===== src/mpc_consts.vh =====
// mpc_consts.vh: register offsets, field positions, reset values and encodings
// for the motor pwm carrier / square-wave block.
// assumes inclusion by bare name from the design files.
`ifndef MPC_CONSTS_VH
`define MPC_CONSTS_VH

// ----------------------------------------------------------------------------
// register byte offsets
// ----------------------------------------------------------------------------
`define MPC_OFS_CTRL      8'h00
`define MPC_OFS_PERIOD    8'h04
`define MPC_OFS_DUTYH     8'h08
`define MPC_OFS_DUTYL     8'h0C
`define MPC_OFS_HALL      8'h10
`define MPC_OFS_STATUS    8'h14
`define MPC_OFS_UTAB0     8'h20
`define MPC_ADDR_W        8

// ----------------------------------------------------------------------------
// carrier_control_reg fields
// ----------------------------------------------------------------------------
`define MPC_CTL_SHAPE_LO  0
`define MPC_CTL_SHAPE_HI  1
`define MPC_CTL_PRE_LO    2
`define MPC_CTL_PRE_HI    3
`define MPC_CTL_POST_LO   4
`define MPC_CTL_POST_HI   6
`define MPC_CTL_DIR       7
`define MPC_CTL_HALLSRC   8
`define MPC_CTL_USERTAB   9
`define MPC_CTL_EN        10
`define MPC_CTL_W         11

// ----------------------------------------------------------------------------
// reset values
// ----------------------------------------------------------------------------
`define MPC_RST_CTRL      11'h0F5
`define MPC_RST_PERIOD    11'h3E8
`define MPC_RST_DUTY      11'h000

// ----------------------------------------------------------------------------
// carrier shapes
// ----------------------------------------------------------------------------
`define MPC_SHAPE_UP      2'h0
`define MPC_SHAPE_DOWN    2'h1
`define MPC_SHAPE_UPDOWN  2'h2

// ----------------------------------------------------------------------------
// table entry codes: 2 bits per gate output
// ----------------------------------------------------------------------------
`define MPC_ENT_ZERO      2'h0
`define MPC_ENT_ONE       2'h1
`define MPC_ENT_PWM       2'h2
`define MPC_ENT_INV       2'h3

`endif


===== src/mpc_carrier_gen.v =====
// mpc_carrier_gen.v: carrier counter with prescale/postscale enable divider.
// assumes one clock, asynchronous active-high reset, settings from registers.
`timescale 1ns/1ps
`include "mpc_consts.vh"

module mpc_carrier_gen #(
    parameter CNT_W = 11
) (
    // clock and reset
    input  wire             clock,
    input  wire             sys_rst,
    // settings
    input  wire             enable,
    input  wire [1:0]       shape,
    input  wire [1:0]       prescale,
    input  wire [2:0]       postscale,
    input  wire [CNT_W-1:0] period,
    // carrier state
    output reg  [CNT_W-1:0] count_r,
    output reg              periodStart_r
);
    reg  [1:0]       preCnt_r;
    reg  [2:0]       postCnt_r;
    reg              countDown_r;
    wire [1:0]       preMax  = (prescale == 2'h0) ? 2'h0 : prescale - 2'h1;
    wire [2:0]       postMax = (postscale == 3'h0) ? 3'h0 : postscale - 3'h1;
    wire             preTick = (preCnt_r == preMax);
    wire             tick    = preTick && (postCnt_r == postMax);
    wire [CNT_W-1:0] topVal  = (period == {CNT_W{1'b0}}) ? {CNT_W{1'b0}} : period - 1'b1;

    // ------------------------------------------------------------------------
    // divider and counter
    // ------------------------------------------------------------------------
    always @(posedge clock or posedge sys_rst) begin
        if (sys_rst) begin
            preCnt_r      <= 2'h0;
            postCnt_r     <= 3'h0;
            count_r       <= {CNT_W{1'b0}};
            countDown_r   <= 1'b0;
            periodStart_r <= 1'b0;
        end else if (!enable) begin
            preCnt_r      <= 2'h0;
            postCnt_r     <= 3'h0;
            count_r       <= {CNT_W{1'b0}};
            countDown_r   <= 1'b0;
            periodStart_r <= 1'b0;
        end else begin
            periodStart_r <= 1'b0;
            preCnt_r      <= preTick ? 2'h0 : preCnt_r + 2'h1;
            if (preTick)
                postCnt_r <= (postCnt_r == postMax) ? 3'h0 : postCnt_r + 3'h1;
            if (tick) begin
                case (shape)
                    `MPC_SHAPE_DOWN: begin
                        // period ticks per cycle, no factor of two
                        if (count_r == {CNT_W{1'b0}}) begin
                            count_r       <= topVal;
                            periodStart_r <= 1'b1;
                        end else begin
                            count_r <= count_r - 1'b1;
                        end
                    end
                    `MPC_SHAPE_UPDOWN: begin
                        // 2*period ticks per cycle
                        if (!countDown_r) begin
                            if (count_r == topVal)
                                countDown_r <= 1'b1;
                            else
                                count_r <= count_r + 1'b1;
                        end else if (count_r == {CNT_W{1'b0}}) begin
                            countDown_r   <= 1'b0;
                            periodStart_r <= 1'b1;
                        end else begin
                            count_r <= count_r - 1'b1;
                        end
                    end
                    default: begin
                        if (count_r >= topVal) begin
                            count_r       <= {CNT_W{1'b0}};
                            periodStart_r <= 1'b1;
                        end else begin
                            count_r <= count_r + 1'b1;
                        end
                    end
                endcase
            end
        end
    end
endmodule // mpc_carrier_gen


===== src/mpc_pwm_engine.v =====
// mpc_pwm_engine.v: carrier and square-wave commutation engine with an
// axi4-lite register slave. assumes hall inputs are asynchronous pins.
`timescale 1ns/1ps
`include "mpc_consts.vh"

// How it works
// - engine holds carrier and square stages; sine and mux are outside
// - carrier sets shape and frequency for generators
// - shape select chooses up, down, up-down
// - prescale, postscale, period divide system clock
// - up-down frequency includes extra factor two
// - up or down frequency has no doubling
// - default table maps hall, direction to gates
// - hall code from pins or register
// - direction bit selects different pattern set
// - hall 000 and 111 drive all low with the default table; the software table sets its own entries for them
// - direction one commutation patterns
// - software table can replace default patterns
// - hall mode takes position from input pins
// - pwm, inverse, or constant per entry
// - duty is eleven bits from two registers
module mpc_pwm_engine #(
    parameter CNT_W = 11
) (
    // clock and reset
    input  wire        clock,
    input  wire        sys_rst,
    // axi4-lite write address / data / response
    input  wire [7:0]  s_axi_awaddr,
    input  wire        s_axi_awvalid,
    output wire        s_axi_awready,
    input  wire [31:0] s_axi_wdata,
    input  wire [3:0]  s_axi_wstrb,
    input  wire        s_axi_wvalid,
    output wire        s_axi_wready,
    output wire [1:0]  s_axi_bresp,
    output reg         s_axi_bvalid,
    input  wire        s_axi_bready,
    // axi4-lite read
    input  wire [7:0]  s_axi_araddr,
    input  wire        s_axi_arvalid,
    output wire        s_axi_arready,
    output reg  [31:0] s_axi_rdata,
    output reg  [1:0]  s_axi_rresp,
    output reg         s_axi_rvalid,
    input  wire        s_axi_rready,
    // hall sensor pins
    input  wire [2:0]  hallIn,
    // gate outputs: high side u,v,w and low side x,y,z
    output reg  [2:0]  gateHigh_r,
    output reg  [2:0]  gateLow_r
);
    // ------------------------------------------------------------------------
    // registers
    // ------------------------------------------------------------------------
    reg [`MPC_CTL_W-1:0] ctrl_r;
    reg [CNT_W-1:0]      period_r;
    reg [7:0]            dutyHigh_r;
    reg [2:0]            dutyLow_r;
    reg [2:0]            hallReg_r;
    reg [11:0]           userTab_r [0:15];
    reg [2:0]            hallMeta_r;
    reg [2:0]            hallSync_r;
    reg                  pwm_r;
    reg [1:0]            wrErr_r;
    integer              i;

    wire [CNT_W-1:0] count;
    wire             periodStart;
    wire [1:0]       shape     = ctrl_r[`MPC_CTL_SHAPE_HI:`MPC_CTL_SHAPE_LO];
    wire             direction = ctrl_r[`MPC_CTL_DIR];
    wire [10:0]      duty      = {dutyHigh_r, dutyLow_r};

    // ------------------------------------------------------------------------
    // carrier generator
    // ------------------------------------------------------------------------
    // sine generator and output mux are outside this block; this engine
    // provides the carrier and the square-wave path only
    mpc_carrier_gen #(
        .CNT_W (CNT_W)
    ) uCarrier (
        .clock         (clock),
        .sys_rst       (sys_rst),
        .enable        (ctrl_r[`MPC_CTL_EN]),
        .shape         (shape),
        .prescale      (ctrl_r[`MPC_CTL_PRE_HI:`MPC_CTL_PRE_LO]),
        .postscale     (ctrl_r[`MPC_CTL_POST_HI:`MPC_CTL_POST_LO]),
        .period        (period_r),
        .count_r       (count),
        .periodStart_r (periodStart)
    );

    // ------------------------------------------------------------------------
    // default commutation table: {u,v,w,x,y,z} entries, 2 bits each
    // ------------------------------------------------------------------------
    function [11:0] defaultEntry;
        input       dir;
        input [2:0] code;
        begin
            defaultEntry = 12'h000;
            if (dir) begin
                case (code)
                    3'h1: defaultEntry = {`MPC_ENT_PWM, `MPC_ENT_ZERO, `MPC_ENT_ZERO,
                                          `MPC_ENT_INV, `MPC_ENT_ONE, `MPC_ENT_ZERO};
                    3'h5: defaultEntry = {`MPC_ENT_PWM, `MPC_ENT_ZERO, `MPC_ENT_ZERO,
                                          `MPC_ENT_INV, `MPC_ENT_ZERO, `MPC_ENT_ONE};
                    3'h3: defaultEntry = {`MPC_ENT_ZERO, `MPC_ENT_ZERO, `MPC_ENT_PWM,
                                          `MPC_ENT_ZERO, `MPC_ENT_ONE, `MPC_ENT_INV};
                    3'h2: defaultEntry = {`MPC_ENT_ZERO, `MPC_ENT_ZERO, `MPC_ENT_PWM,
                                          `MPC_ENT_ONE, `MPC_ENT_ZERO, `MPC_ENT_INV};
                    3'h6: defaultEntry = {`MPC_ENT_ZERO, `MPC_ENT_PWM, `MPC_ENT_ZERO,
                                          `MPC_ENT_ONE, `MPC_ENT_INV, `MPC_ENT_ZERO};
                    3'h4: defaultEntry = {`MPC_ENT_ZERO, `MPC_ENT_PWM, `MPC_ENT_ZERO,
                                          `MPC_ENT_ZERO, `MPC_ENT_INV, `MPC_ENT_ONE};
                    default: defaultEntry = 12'h000;
                endcase
            end else begin
                case (code)
                    3'h5: defaultEntry = {`MPC_ENT_ZERO, `MPC_ENT_ZERO, `MPC_ENT_PWM,
                                          `MPC_ENT_ONE, `MPC_ENT_ZERO, `MPC_ENT_INV};
                    3'h4: defaultEntry = {`MPC_ENT_ZERO, `MPC_ENT_ZERO, `MPC_ENT_PWM,
                                          `MPC_ENT_ZERO, `MPC_ENT_ONE, `MPC_ENT_INV};
                    3'h6: defaultEntry = {`MPC_ENT_PWM, `MPC_ENT_ZERO, `MPC_ENT_ZERO,
                                          `MPC_ENT_INV, `MPC_ENT_ONE, `MPC_ENT_ZERO};
                    3'h2: defaultEntry = {`MPC_ENT_PWM, `MPC_ENT_ZERO, `MPC_ENT_ZERO,
                                          `MPC_ENT_INV, `MPC_ENT_ZERO, `MPC_ENT_ONE};
                    3'h3: defaultEntry = {`MPC_ENT_ZERO, `MPC_ENT_PWM, `MPC_ENT_ZERO,
                                          `MPC_ENT_ZERO, `MPC_ENT_INV, `MPC_ENT_ONE};
                    3'h1: defaultEntry = {`MPC_ENT_ZERO, `MPC_ENT_PWM, `MPC_ENT_ZERO,
                                          `MPC_ENT_ONE, `MPC_ENT_INV, `MPC_ENT_ZERO};
                    default: defaultEntry = 12'h000;
                endcase
            end
        end
    endfunction

    function entryLevel;
        input [1:0] ent;
        input       pwm;
        begin
            case (ent)
                `MPC_ENT_ONE: entryLevel = 1'b1;
                `MPC_ENT_PWM: entryLevel = pwm;
                `MPC_ENT_INV: entryLevel = ~pwm;
                default:      entryLevel = 1'b0;
            endcase
        end
    endfunction

    // ------------------------------------------------------------------------
    // hall source and pattern selection
    // ------------------------------------------------------------------------
    always @(posedge clock or posedge sys_rst) begin
        if (sys_rst) begin
            hallMeta_r <= 3'h0;
            hallSync_r <= 3'h0;
        end else begin
            hallMeta_r <= hallIn;
            hallSync_r <= hallMeta_r;
        end
    end

    wire [2:0]  hallCode = ctrl_r[`MPC_CTL_HALLSRC] ? hallSync_r : hallReg_r;
    wire [11:0] entry    = ctrl_r[`MPC_CTL_USERTAB] ? userTab_r[{direction, hallCode}]
                                                    : defaultEntry(direction, hallCode);

    always @(posedge clock or posedge sys_rst) begin
        if (sys_rst) begin
            pwm_r      <= 1'b0;
            gateHigh_r <= 3'h0;
            gateLow_r  <= 3'h0;
        end else begin
            pwm_r      <= ctrl_r[`MPC_CTL_EN] && (count < duty);
            gateHigh_r <= {entryLevel(entry[11:10], pwm_r), entryLevel(entry[9:8], pwm_r),
                           entryLevel(entry[7:6], pwm_r)};
            gateLow_r  <= {entryLevel(entry[5:4], pwm_r), entryLevel(entry[3:2], pwm_r),
                           entryLevel(entry[1:0], pwm_r)};
        end
    end

    // ------------------------------------------------------------------------
    // axi4-lite write: both channels taken together, response after
    // ------------------------------------------------------------------------
    wire wrGo = s_axi_awvalid && s_axi_wvalid && !s_axi_bvalid;
    assign s_axi_awready = wrGo;
    assign s_axi_wready  = wrGo;
    assign s_axi_bresp   = wrErr_r;
    wire   wrUser = (s_axi_awaddr[7:6] == 2'h0) && s_axi_awaddr[5];

    always @(posedge clock or posedge sys_rst) begin
        if (sys_rst) begin
            ctrl_r       <= `MPC_RST_CTRL;
            period_r     <= `MPC_RST_PERIOD;
            dutyHigh_r   <= 8'h00;
            dutyLow_r    <= 3'h0;
            hallReg_r    <= 3'h0;
            s_axi_bvalid <= 1'b0;
            wrErr_r      <= 2'h0;
            for (i = 0; i < 16; i = i + 1)
                userTab_r[i] <= 12'h000;
        end else begin
            if (s_axi_bvalid && s_axi_bready)
                s_axi_bvalid <= 1'b0;
            if (wrGo) begin
                s_axi_bvalid <= 1'b1;
                wrErr_r      <= 2'h0;
                if (wrUser) begin
                    if (s_axi_wstrb[0])
                        userTab_r[s_axi_awaddr[5:2]][7:0] <= s_axi_wdata[7:0];
                    if (s_axi_wstrb[1])
                        userTab_r[s_axi_awaddr[5:2]][11:8] <= s_axi_wdata[11:8];
                end else begin
                    case ({s_axi_awaddr[7:2], 2'h0})
                        `MPC_OFS_CTRL: begin
                            if (s_axi_wstrb[0])
                                ctrl_r[7:0] <= s_axi_wdata[7:0];
                            if (s_axi_wstrb[1])
                                ctrl_r[10:8] <= s_axi_wdata[10:8];
                        end
                        `MPC_OFS_PERIOD: begin
                            if (s_axi_wstrb[0])
                                period_r[7:0] <= s_axi_wdata[7:0];
                            if (s_axi_wstrb[1])
                                period_r[10:8] <= s_axi_wdata[10:8];
                        end
                        `MPC_OFS_DUTYH: if (s_axi_wstrb[0]) dutyHigh_r <= s_axi_wdata[7:0];
                        `MPC_OFS_DUTYL: if (s_axi_wstrb[0]) dutyLow_r <= s_axi_wdata[2:0];
                        `MPC_OFS_HALL:  if (s_axi_wstrb[0]) hallReg_r <= s_axi_wdata[2:0];
                        `MPC_OFS_STATUS: wrErr_r <= 2'h0;
                        default: wrErr_r <= 2'h2;
                    endcase
                end
            end
        end
    end

    // ------------------------------------------------------------------------
    // axi4-lite read
    // ------------------------------------------------------------------------
    assign s_axi_arready = !s_axi_rvalid;

    always @(posedge clock or posedge sys_rst) begin
        if (sys_rst) begin
            s_axi_rvalid <= 1'b0;
            s_axi_rdata  <= 32'h00000000;
            s_axi_rresp  <= 2'h0;
        end else begin
            if (s_axi_rvalid && s_axi_rready)
                s_axi_rvalid <= 1'b0;
            if (s_axi_arvalid && !s_axi_rvalid) begin
                s_axi_rvalid <= 1'b1;
                s_axi_rresp  <= 2'h0;
                s_axi_rdata  <= 32'h00000000;
                if ((s_axi_araddr[7:6] == 2'h0) && s_axi_araddr[5]) begin
                    s_axi_rdata <= {20'h00000, userTab_r[s_axi_araddr[5:2]]};
                end else begin
                    case ({s_axi_araddr[7:2], 2'h0})
                        `MPC_OFS_CTRL:   s_axi_rdata <= {21'h000000, ctrl_r};
                        `MPC_OFS_PERIOD: s_axi_rdata <= {21'h000000, period_r};
                        `MPC_OFS_DUTYH:  s_axi_rdata <= {24'h000000, dutyHigh_r};
                        `MPC_OFS_DUTYL:  s_axi_rdata <= {29'h00000000, dutyLow_r};
                        `MPC_OFS_HALL:   s_axi_rdata <= {29'h00000000, hallReg_r};
                        `MPC_OFS_STATUS: s_axi_rdata <= {10'h000, periodStart, pwm_r, hallCode,
                                                         gateHigh_r, gateLow_r, count};
                        default:         s_axi_rresp <= 2'h2;
                    endcase
                end
            end
        end
    end
endmodule // mpc_pwm_engine


===== config.mk =====
export PLATFORM = sky130hd
export DESIGN_NAME = mpc_pwm_engine
export DESIGN_NICKNAME = d
export VERILOG_FILES = /design/src/mpc_carrier_gen.v /design/src/mpc_pwm_engine.v
export VERILOG_INCLUDE_DIRS = /design/src
export SDC_FILE = /design/constraint.sdc
export NUM_CORES = 1
export LEC_CHECK = 0
export BUFFER_PORTS_ARGS = -buffer_cell sky130_fd_sc_hd__buf_4
export CAP_MARGIN = 20
export CELL_PAD_IN_SITES_DETAIL_PLACEMENT = 0
export CELL_PAD_IN_SITES_GLOBAL_PLACEMENT = 1
export CORE_ASPECT_RATIO = 1.75
export CORE_UTILIZATION = 30
export CTS_CLUSTER_SIZE = 28
export DETAILED_ROUTE_END_ITERATION = 8
export PLACE_DENSITY = 0.59
export SLEW_MARGIN = 5
export SYNTH_ARGS = -nofsm -noshare
export SYNTH_HDL_FRONTEND = slang
export SYNTH_HIERARCHICAL = 1
export SYNTH_SLANG_ARGS = --single-unit

===== constraint.sdc =====
create_clock -name clock -period 26.7 [get_ports clock]
set_input_delay 6.675 -clock clock [delete_from_list [all_inputs] [get_ports clock]]
set_output_delay 6.675 -clock clock [all_outputs]
set_load 0.05 [all_outputs]

# After elaboration in Yosys (flattened, before gate mapping)
# Cells that the tools add are included.
# classes
n_addsub	7
n_lt_le_gt_ge	6
n_eq_ne	44
mux	65
bitwise	5
n_reduce_logical	34
# ops
operator	n
two-way mux 192 bit	4
bitwise mux 192 bit	2
one-hot mux 12 bit (6 select lines)	2
one-hot mux 22 bit (6 select lines)	1
binary-select mux 12 bit (select 4 bit)	2
demux 12 bit (select 4 bit)	2
two-way mux 11 bit	8
two-way mux 12 bit	7
AND reduction 4 bit	7
== test 2 bit (second input constant)	13
== test 6 x 2 -> 1 bit (second input constant)	4
== test 6 x 3 -> 1 bit (second input constant)	4
zero test 11 bit	2
two-way mux 22 bit	1
one-hot mux 11 bit (2 select lines)	1
subtractor 11 x 1 -> 11 bit (second input constant)	2
one-hot mux 1 bit (3 select lines)	6
greater-or-equal comparator 5 bit (second input constant)	3
two-way mux 1 bit	15
two-way mux 3 bit	5
inverter 4 -> 5 bit	3
== test 2 x 1 -> 1 bit (second input constant)	7
two-way mux 2 bit	7
== test 6 x 1 -> 1 bit (second input constant)	2
29 further kinds	51
# totals
register_bits	297
in_bits	62
out_inout_bits	47
wordCells	199

# Depth between registers and ports, before layout
# Gate-level depths: netlist of run 1.
# depth
word_depth	11
mapped_depth	15

# Cells and area by module
# Netlist of run 1, hierarchy kept.
# modules_own_cells
module	instances	cells_per_inst	area_per_inst_um2	seq_area_each_um2
mpc_pwm_engine	1	1249	13516.7	6696.4
mpc_carrier_gen	1	311	2382.3	450.4

# Worst setup path before layout of run 1
# OpenSTA, ideal clock, no wires.
# synth_path
path_type	input -> output
from	input port s_axi_awvalid
to	output port s_axi_wready
arrival_ns	7.459
required_time_ns	20.025
setup_slack_ns	12.566
stages	3
n_path_buf	1
cell_sequence	nand3_1 > inv_1 > buf_4
# synth_between
elab_chain_len	2
# synth_lines
item	line	text
from (decl)	mpc_pwm_engine.v:30	input wire s_axi_awvalid,
logical AND 1 bit (2 in a row)	mpc_pwm_engine.v:184	wire wrGo = s_axi_awvalid && s_axi_wvalid && !s_axi_bvalid;
to (decl)	mpc_pwm_engine.v:35	output wire s_axi_wready,
# No other way between the ends.

# Worst setup path after layout of run 1
# layout_path
from	input port s_axi_awvalid
to	output port s_axi_awready
# layout_between
elab_chain_len	2
# layout_lines
item	line	text
logical AND 1 bit (2 in a row)	mpc_pwm_engine.v:184	
to (decl)	mpc_pwm_engine.v:31	output wire s_axi_awready,
# No other way between the ends.

==> impl_metrics.csv, run 1 <==
group,metric,value,unit
run_status,status,"complete, no violations",
global_route,antenna_found_initial,2,
floorplanning,core_area,52400,um^2
sta,finalHoldViolCount,0,
cts,clockBufferDepth,3,
setup_path,timing.critical_path.buf_inv,3,
power_and_ir_drop,seq_power_share,43.2,%
synthesis,syn_inst,1560,
hold_path,hp-class,"reg2reg",
setup_path,cp_cell_sequence,"buf_4 > nand3_1 > inv_1 > buf_4",
floorplanning,start_util,30.4,%
cts,cts_buffers,30,
placed_design,dp.cells,2134,
power_and_ir_drop,total_power,0.00105,W
sta,slew_violations,0,
sta,setup_viol,0,
global_route,top_usage_layer,"met2",
global_route,grt_pass1_vias,12386,
power_and_ir_drop,internal_power,0.000757,W
global_route,use_met1,21.1,%
floorplanning,die-height,307,um
global_route,use_met2,36.0,%
routing,wl_per_cell,23.8,um
setup_path,crit_path_start_kind,"input port",
routing,drt_pass1_iterations,8,
global_route,grtUsageMet3,2.09,%
routing,route.antenna.remaining_nets,0,
routing,drc,0,
floorplanning,die_w,176,um
setup_path,crit_top_cell,"buf_4",
synthesis,synth_flop_cell,"dfrtp_1",
routing,drt-initial-drc-count,810,
cts,cts.sinks,285,
power_and_ir_drop,pwr-share-clk,43.1,%
power_and_ir_drop,switchingPower,0.000294,W
setup_path,crit_family,"buffers and inverters",
sta,fin_crit,13.94,ns
setup_path,cp.arrival,7.26,ns
synthesis,synthDistinctLibCells,86,
power_and_ir_drop,powerDensity,59.5,nW/um^2
sta,rsz0062_at_grt,"false",
setup_path,crit_path_max_fanout,7,
synthesis,synth_xor_area_share,1.32,%
synthesis,synth_compound_area_share,15.5,%
cts,cts_resized,0,
sta,max_freq,71.8,MHz
global_route,grt_pass1_wl,79300,um
power_and_ir_drop,ir_drop,0.0455,mV
routing,avgViaCountPerCell,5.40,
placed_design,portBuffers,70,
synthesis,seq_area_frac_synth,45.0,%
synthesis,yosysTopAreaCell,"dfrtp_1",
synthesis,synth_top_area_share,43.0,%
sta,final.setup.tns,0,ns
cts,cts_htree_levels,1,
cts,cts_tree,"built",
sta,max_slew_margin,26.8,%
global_route,grt_overflow,0,
floorplanning,row_count,111,
floorplanning,io_pins,109,
floorplanning,die_area,54000,um^2
synthesis,synth-adder-area-share,2.68,%
power_and_ir_drop,p_sw_share,27.9,%
setup_path,critPathMaxStageDelay,0.20,ns
synthesis,muxShareOfSynthArea,16.8,%
synthesis,synth-simple-area-share,11.7,%
finish,area_growth,11.1,%
synthesis,synth_seq_cells,285,
synthesis,synth_edf_count,0,
setup_path,slowest_stage,"buf_4",
cts,clk_pin_slew,0.06,ns
synthesis,netlist_area,15900,um^2
sta,fin_crit_sh,52.2,%
cts,clk_latency,0.57,ns
cts,hold_buffers,0,
setup_path,crit_required,20.02,ns
routing,routed_wl,52200,um
cts,cts_root_buf,"clkbuf_16",
global_route,grt_usage,19.6,%
cts,cts_setup_buffers,0,
sta,tightest_slew,1.09,ns
sta,whs,0.348,ns
sta,skew,0.0147,ns
synthesis,synth.area.top_cells,"dfrtp_1 43%, mux2_2 10%, mux4_2 4.1%",
synthesis,async_flop_share,100,%
placed_design,hpwlAfterDp,36300,um
power_and_ir_drop,power_leakage,7.82,nW
setup_path,cp-end-kind,"primary output",
synthesis,synth_top_family_by_area,"multiplexers",
setup_path,critPathKind,"in2out",
global_route,grt_max_degree,123,
synthesis,netlist_top_cells_count,"273 x dfrtp_1, 155 x nand2_1, 145 x clkbuf_1",
finish,layout-drive-gt1-share,23.6,%
synthesis,yosysWarnings,6,
power_and_ir_drop,p_comb_share,13.8,%
synthesis,synth.most_common_cell,"dfrtp_1",
placed_design,gp_congestion,0.897,
synthesis,syn_avg_cell_area,10.2,um^2
routing,num_vias,11843,
finish,nets,1586,
finish,fin_cells,2195,
job,maxCapViolCount,0,
[worst paths after layout]
kind	startpoint	to	depth (start not counted)	slack, ns
max	s_axi_awvalid	s_axi_awready	4	12.76
min	hallMeta_r[0]	hallSync_r[0]	0	0.35
max reg2reg	ctrl_r[8]	gateHigh_r[2]	10	22.58
min reg2reg	hallMeta_r[0]	hallSync_r[0]	0	0.35
max in group asynchronous	sys_rst	ctrl_r[8]	4	17.97
min in group asynchronous	sys_rst	s_axi_rdata[20]	2	6.24
[flip-flops by register name (all words and copies together), names as in the netlist, 2 cells and up]
signal              cells
gateLow_r               3
uCarrier/postCnt_r      3
dutyLow_r               3
userTab_r             192
uCarrier/preCnt_r       2
period_r               11
hallReg_r               3
uCarrier/count_r       11
gateHigh_r              3
hallSync_r              3
hallMeta_r              3
ctrl_r                 11
s_axi_rdata            22
dutyHigh_r              8
[worst reg2reg max path, cell delays in order (launching register included)]
cell and delay (ns):
dfrtp_2 0.63, mux2i_4 0.29, buf_4 0.54, inv_2 0.26
buf_4 0.37, nor2_2 0.43, a221o_1 0.24, o22ai_1 0.08
a311oi_1 0.51, a21o_1 0.20, o311a_1 0.42
[metal layers]
| layer | vias up | wire length, um |
|---|---|---|
| met5 | - | 0 |
| met4 | 0 | 3290 |
| met3 | 120 | 1850 |
| met2 | 332 | 28100 |
| met1 | 5968 | 19000 |
| li1 | 5423 | - |
[cells by family (layout without fill, tap and decap cells)]
logic type	Yosys count	in the layout
AO/OA/AOI/OAI	364	364
other	1	15
AND/OR/NAND/NOR	382	382
adder cells (fa/ha/maj)	34	34
flip-flops	285	285
buffers and inverters	258	201
multiplexers	212	212
XOR/XNOR	24	24
[layout by cell type, fill, tap and decap left out, drive strengths merged, types with 6 or more instances in the layout]
cell type and instances:
nand4 8, conb 12, and3 8, nor3b 6, xnor2 17, a311oi 6, o221ai 7, a22oi 6
o211ai 37, ha 34, and2 6, mux2 141, o22ai 13, clkinv 10, nand2 155, dfrtp 273
a21oi 69, mux4 29, inv 53, dfstp 12, a22o 13, a21boi 10, nand3b 9, a221oi 10
a31oi 20, xor2 7, a222oi 10, a21o 9, o21ai 90, nand2b 17, nor2b 14, a211oi 20
mux2i 42, nand3 42, clkbuf 42, or3 6, nor4 9, nor2 65, nor3 18, buf 91
[per-stage QoR]
stage | setup WS, ns | utilization [%] | area (um^2)
floorplan | 12.57 | - | 15900
detailed placement | 12.76 | 31.7 | 16600
global placement | 12.78 | 31.6 | 16600
finish | 12.76 | 33.7 | 17700
CTS | 12.75 | 33.7 | 17600
global route | 12.71 | 33.7 | 17700
[final cells by class]
type / instances / area [um^2]
antenna: 3 / 7.51
tap: 678 / 848
timing repair buffer: 92 / 688
fill: 5227 / 34700
inverter: 53 / 206
multi-input combinational: 1028 / 7710
clock inverter: 15 / 193
clock buffer: 41 / 863
sequential: 285 / 7150
[power groups by stage]
stage,Clock (W),Sequential (W),Combinational [W]
after detailed placement,0,0.000462,0.000143
after global routing,0.000480,0.000455,0.000156
after floorplan,0,0.000463,0.0000925
final,0.000452,0.000454,0.000145
after global placement,0,0.000461,0.000142
after CTS,0.000464,0.000454,0.000144
No activity file was read; power rests on OpenSTA's default activity.
==> inputs of run 2 (changes only) <==
--- a/config.mk
+++ b/config.mk
@@ -6,6 +6,7 @@
 export SDC_FILE = /design/constraint.sdc
 export NUM_CORES = 1
 export LEC_CHECK = 0
+export ABC_AREA = 1
 export BUFFER_PORTS_ARGS = -buffer_cell sky130_fd_sc_hd__buf_4
 export CAP_MARGIN = 20
 export CELL_PAD_IN_SITES_DETAIL_PLACEMENT = 0
@@ -14,7 +15,7 @@
 export CORE_UTILIZATION = 30
 export CTS_CLUSTER_SIZE = 28
 export DETAILED_ROUTE_END_ITERATION = 8
-export PLACE_DENSITY = 0.59
+export PLACE_DENSITY = 0.62
 export SLEW_MARGIN = 5
 export SYNTH_ARGS = -nofsm -noshare
 export SYNTH_HDL_FRONTEND = slang
==> constraint.sdc (replaced) <==
create_clock -name clock -period 13.9 [get_ports clock]
set_input_delay 3.475 -clock clock [delete_from_list [all_inputs] [get_ports clock]]
set_output_delay 3.475 -clock clock [all_outputs]
set_load 0.05 [all_outputs]
==> run 2 against run 1 <==
  * Via count increased by 11%
  * Cell count grew 22%
  * Combinational power increased by 79%
  * Sequential share of layout area up 1.2 points
  * First-iteration DRC count is 31% higher
  * Count of clock-buffer cells in the layout fell by 7
  * Non-clock buffer count decreased by 2
  * Setup slack worse by 6.7 ns
  * Total power increased by 89%
  * Critical path depth unchanged
  * Critical path type unchanged
  * Critical endpoint is now s_axi_wready
  * Largest cell class is now sequential cells
==> impl_metrics.csv, run 2 <==
group,metric,value,unit
sta,final.setup.tns,0,ns
synthesis,seq_area_frac_synth,46.2,%
hold_path,hp-class,"reg2reg",
power_and_ir_drop,powerDensity,116,nW/um^2
cts,clk_latency,0.58,ns
floorplanning,die_w,174,um
finish,layout_commonest_cell,"nand2_1",
finish,area_growth,10.9,%
synthesis,netlist_top_cells_count,"654 x nand2_1, 273 x dfrtp_1, 254 x nand3_1",
power_and_ir_drop,p_sw_share,28.6,%
synthesis,netlist_area,15500,um^2
routing,drc,0,
cts,cts.sinks,285,
routing,routed_wl,52000,um
setup_path,crit_top_cell,"buf_4",
finish,layout-drive-gt1-share,10.4,%
cts,cts_setup_buffers,0,
sta,rsz0062_at_grt,"false",
sta,fin_crit,7.82,ns
finish,layout_common_cells,"652 x nand2_1, 273 x dfrtp_1, 254 x nand3_1",
synthesis,synth_edf_count,0,
synthesis,yosysTopAreaCell,"dfrtp_1",
hold_path,holdPathStages,0,
synthesis,synth_seq_cells,285,
global_route,grt_pass1_wl,79100,um
finish,diodes,0,
synthesis,synth.area.top_cells,"dfrtp_1 44%, nand2_1 16%, nand3_1 8.2%",
setup_path,critPathKind,"in2out",
global_route,antenna_found_initial,2,
floorplanning,core_area,50700,um^2
power_and_ir_drop,power_leakage,7.99,nW
sta,max_slew_margin,36.7,%
cts,clockBufferDepth,3,
sta,finalHoldViolCount,0,
synthesis,syn_avg_cell_area,7.57,um^2
global_route,grt_pass1_vias,12783,
finish,multi_input_area,6880,um^2
placed_design,hpwlAfterDp,36500,um
global_route,grt_usage,19.8,%
cts,cts_root_buf,"clkbuf_16",
setup_path,worst-path-stages,4,
setup_path,cp.arrival,4.34,ns
synthesis,async_flop_share,100,%
setup_path,timing.critical_path.buf_inv,3,
sta,fin_crit_sh,56.2,%
finish,num-fill-cells,5367,
cts,cts_resized,0,
power_and_ir_drop,ir_drop,0.0883,mV
floorplanning,row_count,109,
global_route,grt_max_degree,88,
cts,cts_tree,"built",
routing,num_vias,13138,
setup_path,cp_cell_sequence,"buf_4 > nand3_1 > inv_1 > buf_4",
power_and_ir_drop,pwr-share-clk,43.2,%
power_and_ir_drop,switchingPower,0.000569,W
setup_path,slowest_stage,"nand3_1",
setup_path,crit_path_max_fanout,4,
floorplanning,io_pins,109,
setup_path,crit_family,"buffers and inverters",
placed_design,portBuffers,70,
finish,reg_top3,"userTab_r x192, s_axi_rdata x22",
cts,cts_htree_levels,1,
finish,regArea,7150,um^2
synthesis,synth_top_area_share,44.1,%
routing,route.antenna.remaining_nets,0,
synthesis,yosysWarnings,6,
power_and_ir_drop,total_power,0.00199,W
power_and_ir_drop,seq_power_share,43.8,%
sta,skew,0.0220,ns
cts,cts_buffers,28,
synthesis,synth.most_common_cell,"nand2_1",
run_status,status,"complete, no violations",
routing,drt-initial-drc-count,1063,
setup_path,crit_required,10.43,ns
cts,hold_buffers,0,
sta,tightest_slew,0.948,ns
synthesis,synthDistinctLibCells,54,
setup_path,crit_path_start_kind,"input port",
sta,max_freq,128,MHz
floorplanning,die_area,52500,um^2
sta,slew_violations,0,
routing,wl_per_cell,19.5,um
setup_path,critPathMaxStageDelay,0.27,ns
power_and_ir_drop,p_comb_share,13.1,%
synthesis,syn_inst,2045,
routing,drt_pass1_iterations,5,
sta,setup_viol,0,
synthesis,synth_flop_cell,"dfrtp_1",
setup_path,cp-end-kind,"primary output",
finish,regMostFlops,"userTab_r",
floorplanning,start_util,30.5,%
power_and_ir_drop,internal_power,0.00142,W
floorplanning,die-height,302,um
finish,nets,2076,
job,maxCapViolCount,0,
global_route,grt_overflow,0,
placed_design,gp_congestion,0.879,
cts,clk_pin_slew,0.06,ns
finish,largest_reg_flops,192,
routing,avgViaCountPerCell,4.92,
setup_path,reg2reg_depth,14,
-- run 2: through the flow --
stage	area [um^2]	cells	worst slack [ns]	utilization (%)	hold WS (ns)
detailed placement	16100	2616	6.03	31.8	0.340
floorplan	15500	2056	3.09	-	0.331
CTS	17200	2668	6.03	33.8	0.356
finish	17200	2668	6.08	33.8	0.352
global placement	16100	2616	6.02	31.8	0.336
global route	17200	2668	6.05	33.8	0.368
-- run 2: kinds of logic after synthesis --
logic type,count (synthesis),synth area share [%]
adder cells (fa/ha/maj),34,2.75
flip-flops,285,46.2
buffers and inverters,354,9.81
XOR/XNOR,12,0.679
AO/OA/AOI/OAI,264,9.19
AND/OR/NAND/NOR,1095,31.4
other,1,0.0242
-- run 2: power by group through the flow --
stage	Clock (W)	Sequential, W	Combinational (W)
after CTS	0.000886	0.000871	0.000265
final	0.000859	0.000871	0.000260
after global routing	0.000915	0.000873	0.000285
after global placement	0	0.000887	0.000263
after detailed placement	0	0.000887	0.000264
after floorplan	0	0.000912	0.000148
-- run 2: layout make-up --
class	instances	share of cell area [%]
Timing Repair Buffer	90	3.94
Clock buffer	34	4.39
Multi-Input combinational cell	1417	40.0
Clock inverter	18	1.65
Inverter	158	3.51
Sequential cell	285	41.6
Tap cell	666	4.85
-- run 2: routing by layer --
| metal | track usage, % | part of all wire (%) |
|---|---|---|
| met1 | 22.1 | 38 |
| met2 | 38.4 | 54 |
| met3 | 2.04 | 3.9 |
| met4 | 7.60 | 3.6 |
| met5 | 0 | 0.035 |
-- run 2: path summary, 6_finish.rpt --
| path | from | end | slack (ns) |
|---|---|---|---|
| max reg2reg | ctrl_r[8] | gateLow_r[0] | 10.19 |
| min reg2reg | hallMeta_r[0] | hallSync_r[0] | 0.35 |
| max | s_axi_awvalid | s_axi_wready | 6.08 |
| min | hallMeta_r[0] | hallSync_r[0] | 0.35 |
| max in group asynchronous | sys_rst | userTab_r[104] | 8.91 |
| min in group asynchronous | sys_rst | period_r[1] | 2.95 |
